$ cat config.mk
export PLATFORM = sky130hd
export DESIGN_NAME = tcc_regs
export DESIGN_NICKNAME = d
export VERILOG_FILES = /design/src/hdl/tcc_bus_edge.v /design/src/hdl/tcc_zone.v /design/src/hdl/tcc_regs.v
export VERILOG_INCLUDE_DIRS = /design/src /design/src/hdl
export SDC_FILE = /design/constraint.sdc
export NUM_CORES = 1
export LEC_CHECK = 0
export BUFFER_PORTS_ARGS = -buffer_cell sky130_fd_sc_hd__buf_4
export CORE_MARGIN = 2
export CORE_UTILIZATION = 50
export DETAILED_ROUTE_END_ITERATION = 8
export GPL_TIMING_DRIVEN = 0
export PLACE_DENSITY = 0.7
export SLEW_MARGIN = 5
export SYNTH_ARGS = -nofsm -noshare
export SYNTH_HDL_FRONTEND = slang
export SYNTH_HIERARCHICAL = 1
export SYNTH_SLANG_ARGS = --single-unit
$ cat constraint.sdc
create_clock -name clk -period 4.24 [get_ports clk]
set_input_delay 0.212 -clock clk [delete_from_list [all_inputs] [get_ports clk]]
set_output_delay 0.212 -clock clk [all_outputs]
set_load 0.03 [all_outputs]
$ cat src/hdl/tcc_consts.vh
// Constants for the thermistor charge configuration register bank.
// Assumes inclusion by bare name from the design files under hdl/.
`ifndef TCC_CONSTS_VH
`define TCC_CONSTS_VH

// Register offsets
`define TCC_OFS_REDUCTION    8'h61
`define TCC_OFS_COLD         8'h62
`define TCC_OFS_COOL         8'h63
`define TCC_OFS_WARM         8'h64
`define TCC_OFS_HOT          8'h65
`define TCC_OFS_PART_ID      8'h6f

// Reset values
`define TCC_RST_REDUCTION    8'h34
`define TCC_RST_COLD         8'h7c
`define TCC_RST_COOL         8'h6d
`define TCC_RST_WARM         8'h38
`define TCC_RST_HOT          8'h27

// Part code, value is arbitrary
`define TCC_PART_CODE        8'h5a

// Bus target address (7 bit), value is arbitrary
`define TCC_BUS_ADDR         7'h55

// Field positions in the reduction register
`define TCC_VCUT_MSB         6
`define TCC_VCUT_LSB         4
`define TCC_ISCALE_MSB       2
`define TCC_ISCALE_LSB       0

// Scaling
`define TCC_VCUT_STEP_MV     9'h032
`define TCC_ISCALE_FULL      4'h8

// Zone codes
`define TCC_ZONE_NORMAL      3'h0
`define TCC_ZONE_COLD        3'h1
`define TCC_ZONE_COOL        3'h2
`define TCC_ZONE_WARM        3'h3
`define TCC_ZONE_HOT         3'h4

// Bits per byte on the bus, counted 0..8 on received bytes and 1..8 on sent bytes
`define TCC_BYTE_BITS        4'h8

`endif

$ cat src/hdl/tcc_bus_edge.v
// Bus line edge and frame condition detector.
// Assumes scl and sda are already synchronous to clk.
`timescale 1ns/100ps
`include "tcc_consts.vh"

module tcc_bus_edge (
   // Clock and reset
   input  wire clk,
   input  wire rst_b,
   // Bus lines as seen on the pins
   input  wire scl,
   input  wire sda,
   // Detected events, one cycle each
   output wire scl_rise,
   output wire scl_fall,
   output wire start_det,
   output wire stop_det
);

   reg         scl_q;
   reg         sda_q;

   always @(posedge clk or negedge rst_b) begin
      if (!rst_b) begin
         scl_q <= 1'b1;
         sda_q <= 1'b1;
      end else begin
         scl_q <= scl;
         sda_q <= sda;
      end
   end

   assign scl_rise  = scl & ~scl_q;
   assign scl_fall  = ~scl & scl_q;
   // Data changes while the clock line stays high mark frame boundaries
   assign start_det = scl & scl_q & sda_q & ~sda;
   assign stop_det  = scl & scl_q & ~sda_q & sda;

endmodule

$ cat src/hdl/tcc_zone.v
// Temperature zone classifier and reduction selector.
// Assumes the sense code uses the same weighting as the limit registers
// and that a higher sense voltage means a colder battery.
`timescale 1ns/100ps
`include "tcc_consts.vh"

module tcc_zone (
   // Sense input and limits
   input  wire [7:0] sense_code,
   input  wire [7:0] cold_threshold,
   input  wire [7:0] cool_threshold,
   input  wire [7:0] warm_threshold,
   input  wire [7:0] hot_threshold,
   // Configured reductions
   input  wire [2:0] warm_voltage_cut,
   input  wire [2:0] temp_current_scale,
   // Results
   output reg  [2:0] zone,
   output reg  [2:0] vcut_code,
   output reg  [2:0] iscale_code,
   output reg        charge_hold
);

   always @* begin
      zone        = `TCC_ZONE_NORMAL;
      vcut_code   = 3'h0;
      iscale_code = 3'h0;
      charge_hold = 1'b0;
      if (sense_code >= cold_threshold) begin
         zone        = `TCC_ZONE_COLD;
         charge_hold = 1'b1;
      end else if (sense_code <= hot_threshold) begin
         zone        = `TCC_ZONE_HOT;
         charge_hold = 1'b1;
      end else if (sense_code >= cool_threshold) begin
         zone        = `TCC_ZONE_COOL;
         iscale_code = temp_current_scale;
      end else if (sense_code <= warm_threshold) begin
         zone        = `TCC_ZONE_WARM;
         vcut_code   = warm_voltage_cut;
         iscale_code = temp_current_scale;
      end
   end

endmodule

$ cat src/hdl/tcc_regs.v
// Thermistor charge configuration register bank behind a two-wire target port.
// Assumes scl and sda_in are synchronous to clk and the bus runs far slower
// than clk; the target never stretches the clock.
`timescale 1ns/100ps
`include "tcc_consts.vh"

module tcc_regs (
   // Clock and reset
   input  wire       clk,
   input  wire       rst_b,
   // Two-wire bus, open drain data
   input  wire       scl,
   input  wire       sda_in,
   output reg        sda_out,
   output reg        sda_oe,
   // Digitised thermistor sense voltage
   input  wire [7:0] sense_code,
   // Limits to the comparators
   output reg  [7:0] cold_threshold,
   output reg  [7:0] cool_threshold,
   output reg  [7:0] warm_threshold,
   output reg  [7:0] hot_threshold,
   // Configured reduction fields
   output reg  [2:0] warm_voltage_cut,
   output reg  [2:0] temp_current_scale,
   // Applied charge control
   output reg  [2:0] zone_q,
   output reg  [2:0] vcut_applied_q,
   output reg  [8:0] vcut_mv_q,
   output reg  [3:0] current_eighths_q,
   output reg        charge_hold_q
);

   ////////////////////////////////////////////////////////////////////////////
   // States
   localparam [3:0] ST_IDLE = 4'h0;
   localparam [3:0] ST_ADDR = 4'h1;
   localparam [3:0] ST_AACK = 4'h2;
   localparam [3:0] ST_PTR  = 4'h3;
   localparam [3:0] ST_PACK = 4'h4;
   localparam [3:0] ST_WDAT = 4'h5;
   localparam [3:0] ST_WACK = 4'h6;
   localparam [3:0] ST_RDAT = 4'h7;
   localparam [3:0] ST_RACK = 4'h8;

   ////////////////////////////////////////////////////////////////////////////
   // Functions

   function [8:0] vcut_to_mv;
      input [2:0] code;
      begin
         vcut_to_mv = {6'h00, code} * `TCC_VCUT_STEP_MV;
      end
   endfunction

   function [3:0] scale_to_eighths;
      input [2:0] code;
      begin
         scale_to_eighths = `TCC_ISCALE_FULL - {1'b0, code};
      end
   endfunction

   ////////////////////////////////////////////////////////////////////////////
   // Storage and bus state

   reg  [7:0] reduction_q;
   reg  [7:0] cold_q;
   reg  [7:0] cool_q;
   reg  [7:0] warm_q;
   reg  [7:0] hot_q;

   reg  [3:0] state_q;
   reg  [3:0] state_d;
   reg  [3:0] cnt_q;
   reg  [3:0] cnt_d;
   reg  [7:0] shift_q;
   reg  [7:0] shift_d;
   reg  [7:0] ptr_q;
   reg  [7:0] ptr_d;
   reg  [7:0] rbyte_q;
   reg  [7:0] rbyte_d;
   reg        rw_q;
   reg        rw_d;
   reg        nack_q;
   reg        nack_d;
   reg        oe_d;
   reg        wr_en;
   reg  [7:0] wr_addr;
   reg  [7:0] wr_data;
   reg  [7:0] rd_data;

   wire       scl_rise;
   wire       scl_fall;
   wire       start_det;
   wire       stop_det;
   wire [2:0] zone_w;
   wire [2:0] vcut_w;
   wire [2:0] iscale_w;
   wire       hold_w;

   tcc_bus_edge u_edge (
      .clk       (clk),
      .rst_b     (rst_b),
      .scl       (scl),
      .sda       (sda_in),
      .scl_rise  (scl_rise),
      .scl_fall  (scl_fall),
      .start_det (start_det),
      .stop_det  (stop_det)
   );

   ////////////////////////////////////////////////////////////////////////////
   // Read decode, unmapped offsets read zero

   always @* begin
      case (ptr_q)
         `TCC_OFS_REDUCTION: rd_data = reduction_q;
         `TCC_OFS_COLD:      rd_data = cold_q;
         `TCC_OFS_COOL:      rd_data = cool_q;
         `TCC_OFS_WARM:      rd_data = warm_q;
         `TCC_OFS_HOT:       rd_data = hot_q;
         `TCC_OFS_PART_ID:   rd_data = `TCC_PART_CODE;
         default:            rd_data = 8'h00;
      endcase
   end

   ////////////////////////////////////////////////////////////////////////////
   // Bus byte sequencer

   always @* begin
      state_d = state_q;
      cnt_d   = cnt_q;
      shift_d = shift_q;
      ptr_d   = ptr_q;
      rbyte_d = rbyte_q;
      rw_d    = rw_q;
      nack_d  = nack_q;
      oe_d    = sda_oe;
      wr_en   = 1'b0;
      wr_addr = ptr_q;
      wr_data = shift_q;
      if (stop_det) begin
         state_d = ST_IDLE;
         oe_d    = 1'b0;
      end else if (start_det) begin
         state_d = ST_ADDR;
         cnt_d   = 4'h0;
         oe_d    = 1'b0;
      end else if (scl_rise) begin
         case (state_q)
            ST_ADDR, ST_PTR, ST_WDAT: begin
               shift_d = {shift_q[6:0], sda_in};
               cnt_d   = cnt_q + 4'h1;
            end
            ST_RACK: begin
               nack_d = sda_in;
            end
            default: begin
               cnt_d = cnt_q;
            end
         endcase
      end else if (scl_fall) begin
         case (state_q)
            ST_ADDR: begin
               if (cnt_q == `TCC_BYTE_BITS) begin
                  if (shift_q[7:1] == `TCC_BUS_ADDR) begin
                     rw_d    = shift_q[0];
                     oe_d    = 1'b1;
                     state_d = ST_AACK;
                  end else begin
                     state_d = ST_IDLE;
                  end
               end
            end
            ST_AACK: begin
               cnt_d = 4'h0;
               if (rw_q) begin
                  rbyte_d = rd_data;
                  ptr_d   = ptr_q + 8'h01;
                  oe_d    = ~rd_data[7];
                  cnt_d   = 4'h1;
                  state_d = ST_RDAT;
               end else begin
                  oe_d    = 1'b0;
                  state_d = ST_PTR;
               end
            end
            ST_PTR: begin
               if (cnt_q == `TCC_BYTE_BITS) begin
                  ptr_d   = shift_q;
                  oe_d    = 1'b1;
                  state_d = ST_PACK;
               end
            end
            ST_PACK: begin
               oe_d    = 1'b0;
               cnt_d   = 4'h0;
               state_d = ST_WDAT;
            end
            ST_WDAT: begin
               if (cnt_q == `TCC_BYTE_BITS) begin
                  wr_en   = 1'b1;
                  oe_d    = 1'b1;
                  state_d = ST_WACK;
               end
            end
            ST_WACK: begin
               oe_d    = 1'b0;
               cnt_d   = 4'h0;
               ptr_d   = ptr_q + 8'h01;
               state_d = ST_WDAT;
            end
            ST_RDAT: begin
               if (cnt_q == `TCC_BYTE_BITS) begin
                  oe_d    = 1'b0;
                  state_d = ST_RACK;
               end else begin
                  oe_d  = ~rbyte_q[3'h7 - cnt_q[2:0]];
                  cnt_d = cnt_q + 4'h1;
               end
            end
            ST_RACK: begin
               if (nack_q) begin
                  oe_d    = 1'b0;
                  state_d = ST_IDLE;
               end else begin
                  rbyte_d = rd_data;
                  ptr_d   = ptr_q + 8'h01;
                  oe_d    = ~rd_data[7];
                  cnt_d   = 4'h1;
                  state_d = ST_RDAT;
               end
            end
            default: begin
               oe_d = 1'b0;
            end
         endcase
      end
   end

   always @(posedge clk or negedge rst_b) begin
      if (!rst_b) begin
         state_q <= ST_IDLE;
         cnt_q   <= 4'h0;
         shift_q <= 8'h00;
         ptr_q   <= 8'h00;
         rbyte_q <= 8'h00;
         rw_q    <= 1'b0;
         nack_q  <= 1'b1;
         sda_oe  <= 1'b0;
         sda_out <= 1'b0;
      end else begin
         state_q <= state_d;
         cnt_q   <= cnt_d;
         shift_q <= shift_d;
         ptr_q   <= ptr_d;
         rbyte_q <= rbyte_d;
         rw_q    <= rw_d;
         nack_q  <= nack_d;
         sda_oe  <= oe_d;
         sda_out <= 1'b0;
      end
   end

   ////////////////////////////////////////////////////////////////////////////
   // Register writes, the part identifier has no storage

   always @(posedge clk or negedge rst_b) begin
      if (!rst_b) begin
         reduction_q <= `TCC_RST_REDUCTION;
         cold_q      <= `TCC_RST_COLD;
         cool_q      <= `TCC_RST_COOL;
         warm_q      <= `TCC_RST_WARM;
         hot_q       <= `TCC_RST_HOT;
      end else if (wr_en) begin
         case (wr_addr)
            `TCC_OFS_REDUCTION: reduction_q <= wr_data;
            `TCC_OFS_COLD:      cold_q      <= wr_data;
            `TCC_OFS_COOL:      cool_q      <= wr_data;
            `TCC_OFS_WARM:      warm_q      <= wr_data;
            `TCC_OFS_HOT:       hot_q       <= wr_data;
            default:            hot_q       <= hot_q;
         endcase
      end
   end

   ////////////////////////////////////////////////////////////////////////////
   // Zone classification and applied reductions

   tcc_zone u_zone (
      .sense_code         (sense_code),
      .cold_threshold     (cold_q),
      .cool_threshold     (cool_q),
      .warm_threshold     (warm_q),
      .hot_threshold      (hot_q),
      .warm_voltage_cut   (reduction_q[`TCC_VCUT_MSB:`TCC_VCUT_LSB]),
      .temp_current_scale (reduction_q[`TCC_ISCALE_MSB:`TCC_ISCALE_LSB]),
      .zone               (zone_w),
      .vcut_code          (vcut_w),
      .iscale_code        (iscale_w),
      .charge_hold        (hold_w)
   );

   always @(posedge clk or negedge rst_b) begin
      if (!rst_b) begin
         cold_threshold     <= `TCC_RST_COLD;
         cool_threshold     <= `TCC_RST_COOL;
         warm_threshold     <= `TCC_RST_WARM;
         hot_threshold      <= `TCC_RST_HOT;
         warm_voltage_cut   <= 3'h0;
         temp_current_scale <= 3'h0;
         zone_q             <= `TCC_ZONE_NORMAL;
         vcut_applied_q     <= 3'h0;
         vcut_mv_q          <= 9'h000;
         current_eighths_q  <= `TCC_ISCALE_FULL;
         charge_hold_q      <= 1'b0;
      end else begin
         cold_threshold     <= cold_q;
         cool_threshold     <= cool_q;
         warm_threshold     <= warm_q;
         hot_threshold      <= hot_q;
         warm_voltage_cut   <= reduction_q[`TCC_VCUT_MSB:`TCC_VCUT_LSB];
         temp_current_scale <= reduction_q[`TCC_ISCALE_MSB:`TCC_ISCALE_LSB];
         zone_q             <= zone_w;
         vcut_applied_q     <= vcut_w;
         vcut_mv_q          <= vcut_to_mv(vcut_w);
         current_eighths_q  <= scale_to_eighths(iscale_w);
         charge_hold_q      <= hold_w;
      end
   end

endmodule

==> metrics.md <==
| Metric | Value |
|---|---|
| Outcome | complete, no violations |
| Vias in the first global route | 4862 |
| Routed Antenna Nets | 0 |
| Top FF cell, synth | dfrtp_1 |
| Initial DRC count | 361 |
| Post-Route WL | 16200 microns |
| CP endpoint kind | flop |
| Kind of critical path | reg -> reg |
| Non-filler cells, final | 854 |
| CTS Root Cell | clkbuf_16 |
| Warnings from Yosys | 6 |
| Fmax | 286 MHz |
| Netlist cell types | 75 |
| Mapped Avg Cell Area | 11.4 sq um |
| I/O pins | 72 |
| Hold Crit Class | in -> reg |
| Slowest cell on crit path | dfstp_2 |
| CTS tree | done |
| Area contributors post-synth | dfrtp_1, dfstp_2, mux2_2 |
| Slowest stage delay, CP | 0.58 ns |
| Largest net degree at the start of global routing | 70 |
| Clock skew | 0.00980 ns |
| Setup TNS | 0 ns |
| Top-area cell type share of the netlist area | 33.8% |
| Die Wd | 119 microns |
| Synthesis-stage register bit count | 130 |
| Max-Cap Viols | 0 |
| Initial Utilization | 51.8% |
| Leak pwr | 3.61 nW |
| Core footprint | 0.0127 sq mm |
| Slew Viols, Final | 0 |
| # Post-CTS Setup Buffers | 0 |
| Die area | 0.0141 sq mm |
| PwrDens | 396 mW/mm^2 |
| Worst R2R Setup Slack | 0.75 ns |
| Sequential cell area | 0.00330 sq mm |
| Ys async rst share | 100% |
| Worst Tran Pin Value | 0.696 ns |
| First-pass GRT wire length | 26200 microns |
| DP Area | 0.00736 sq mm |
| Req. time, crit path | 4.54 ns |
| Total CTS buffers | 17 |
| Vert. Die Dim | 119 microns |
| Via density | 5.78 |
| Filler cells | 1060 |
| Drt drc | 0 |
| Type of origin of the critical path | flop |
| ANT cells | 0 |
| Placed cells | 819 |
| Normalized max-slew margin | 53.5% |
| Antenna violations before repair | 0 |
| Max clock buf depth | 2 |
| Number of synthesized flops with an enable pin | 0 |
| PortBufs | 69 |
| CP arrival | 3.79 ns |
| Total GRT Usage | 24.0% |
| Largest area contributor in the netlist | dfrtp_1 |
| Fin. Hold Viols | 0 |
| Mapped Area | 0.00659 sq mm |
| Pre-Repair DR Iteration Count | 8 |
| Tcrit/Tclk final | 82.3% |
| Area of the multi-input gates | 0.00295 sq mm |
| Worst vdd ir | 0.356 mV |
| Worst-path fanout max | 4 |
| Hpwl dp | 11400 microns |
| Layout cell share with drive strength beyond 1 | 34.5% |
| Clock Pin Slew Worst Setup and Hold Paths | 0.06 ns |
| Clock sink count | 130 |
| Worst-Skew Late Latency | 0.42 ns |
| Overflow after GRT | 0 |
| Synth-to-layout area growth | 21.5% |
| # setup viols final | 0 |
| Crit path cell chain | inv_1 > ha_1 > a211oi_2 > o21ai_1 > a221oi_4 > nand3_1 > nor3_1 > inv_1 > ha_1 > inv_1 > ha_1 > ha_1 > or2_2 |
| Cells after synthesis | 576 |
| Cell repeated most along the worst path | ha_1 |
| Cell row count | 41 |
| Placer Congestion | 0.888 |
| Register area share after synthesis | 50.1% |
| Vias | 4936 |
| H-tree depth | 4 |
| Routed WL per cell | 19.0 microns |
| Total power | 3.17 mW |
| Design area | 0.00801 sq mm |
| Final min period | 3.49 ns |
| Total Nets Final | 725 |
| RSZ-0062 raised after global routing | no |
[cell usage in the layout, fill, tap and decap left out, types with 5 or more instances in the layout]
master     instances
nand3_1           21
dfstp_2           41
buf_4             78
a22oi_1            8
a21oi_1           33
nand2_1           29
o31ai_1            6
nor2_1            17
dfrtp_1           89
mux2i_1            5
o21ai_0           20
and3_1             7
inv_6              5
nor3b_1            7
a21o_1             5
nor2b_1            7
nand2b_1           8
inv_1             42
clkbuf_1          12
buf_2              9
clkbuf_16         17
ha_1              44
nor3_1            10
nand4_1            7
mux2_2            53
[layer usage]
layer,vias up,wire (microns),global-route usage [%],part of all wire [%]
li1,2291,-,-,-
met1,2443,7260,33.7,45
met2,178,7490,36.5,46
met3,24,1100,5.69,6.8
met4,0,342,8.56,2.1
met5,-,0,0,0
[final cells by class]
type	count	share of cell area, %
inverter	42	1.97
timing repair buffer	73	7.23
buffer	33	2.27
sequential	130	41.3
tap	172	2.69
multi-input combinational	372	36.8
clock inverter	15	2.44
clock buffer	17	5.31
[state kept, by name, summed over array words and instances (netlist names), 4 cells and up]
name,count
ptr_q,8
hot_threshold,8
current_eighths_q,4
reduction_q,8
warm_threshold,8
warm_q,8
cold_threshold,8
cool_threshold,8
state_q,4
cold_q,8
hot_q,8
cnt_q,4
vcut_mv_q,5
cool_q,8
shift_q,8
rbyte_q,8
[final timing paths]
check | cells after the start | start | endpoint
worst max-delay path | 13 | cold_q[3] | vcut_mv_q[8]
worst min-delay path | 4 | sense_code[7] | zone_q[0]
worst max register to register | 13 | cold_q[3] | vcut_mv_q[8]
worst min register to register | 0 | hot_q[2] | hot_threshold[2]
max in group asynchronous | 3 | rst_b | warm_q[3]
min in group asynchronous | 2 | rst_b | vcut_mv_q[8]
[timing repair]
action | CTS | global route
hold buffers | 3 | 0
endpoints found under the hold margin | 45 | 0
gates resized for setup | 0 | 0
[worst max-delay path: cells and delay by family, from the launching register on]
| family | cells | cell delay (ns) |
|---|---|---|
| AO/OA/AOI/OAI | 3 | 0.74 |
| adder cells (fa/ha/maj) | 4 | 0.97 |
| buffers and inverters | 3 | 0.19 |
| flip-flops | 1 | 0.58 |
| AND/OR/NAND/NOR | 3 | 0.89 |
[synth_stat cells (3+ instances only)]
cell type	number
a221oi_1	4
o211ai_1	4
a211oi_1	4
nor3_1	10
nand2b_1	8
o21a_1	3
a22oi_1	8
clkbuf_1	12
inv_1	42
dfstp_2	41
a21oi_1	33
nor3b_1	7
mux2_2	53
buf_2	9
and4b_1	3
nand2_1	29
o31ai_1	6
a222oi_1	3
buf_4	10
a21o_1	5
nor2_1	17
dfrtp_1	89
o21bai_1	3
nand4_1	7
o21ai_0	20
nor2b_1	7
a31oi_1	3
mux2i_1	5
nand3b_1	4
and3_1	7
nand3_1	21
ha_1	44
[power by group]
| part | internal, mW | switching (mW) | total, mW |
|---|---|---|---|
| registers | 1.29 | 0.104 | 1.39 |
| logic | 0.109 | 0.142 | 0.251 |
| clock network | 0.942 | 0.588 | 1.53 |
[per-stage QoR]
| step | worst slack [ns] | util [%] | hold WS [ns] |
|---|---|---|---|
| final | 0.749 | 63.0 | 0.294 |
| after detailed placement | 0.773 | 57.8 | 0.215 |
| after CTS | 0.755 | 63.0 | 0.286 |
| after global placement | 0.866 | 57.6 | 0.346 |
| after global routing | 0.546 | 63.0 | 0.306 |
| after floorplan | 1.17 | - | -0.0836 |
[logic make-up (layout without fill, tap and decap cells)]
group	Yosys count	in the layout	share of synthesized area [%]
flops	130	130	50.1
xor+xnor	1	1	0.133
mux	58	58	9.82
buf+inv	75	180	5.15
simple gates	141	141	12.7
compound gates	126	126	13.7
other cells	1	2	0.0569
fa+ha+maj	44	44	8.35
Power figures use the tool's default switching activity.
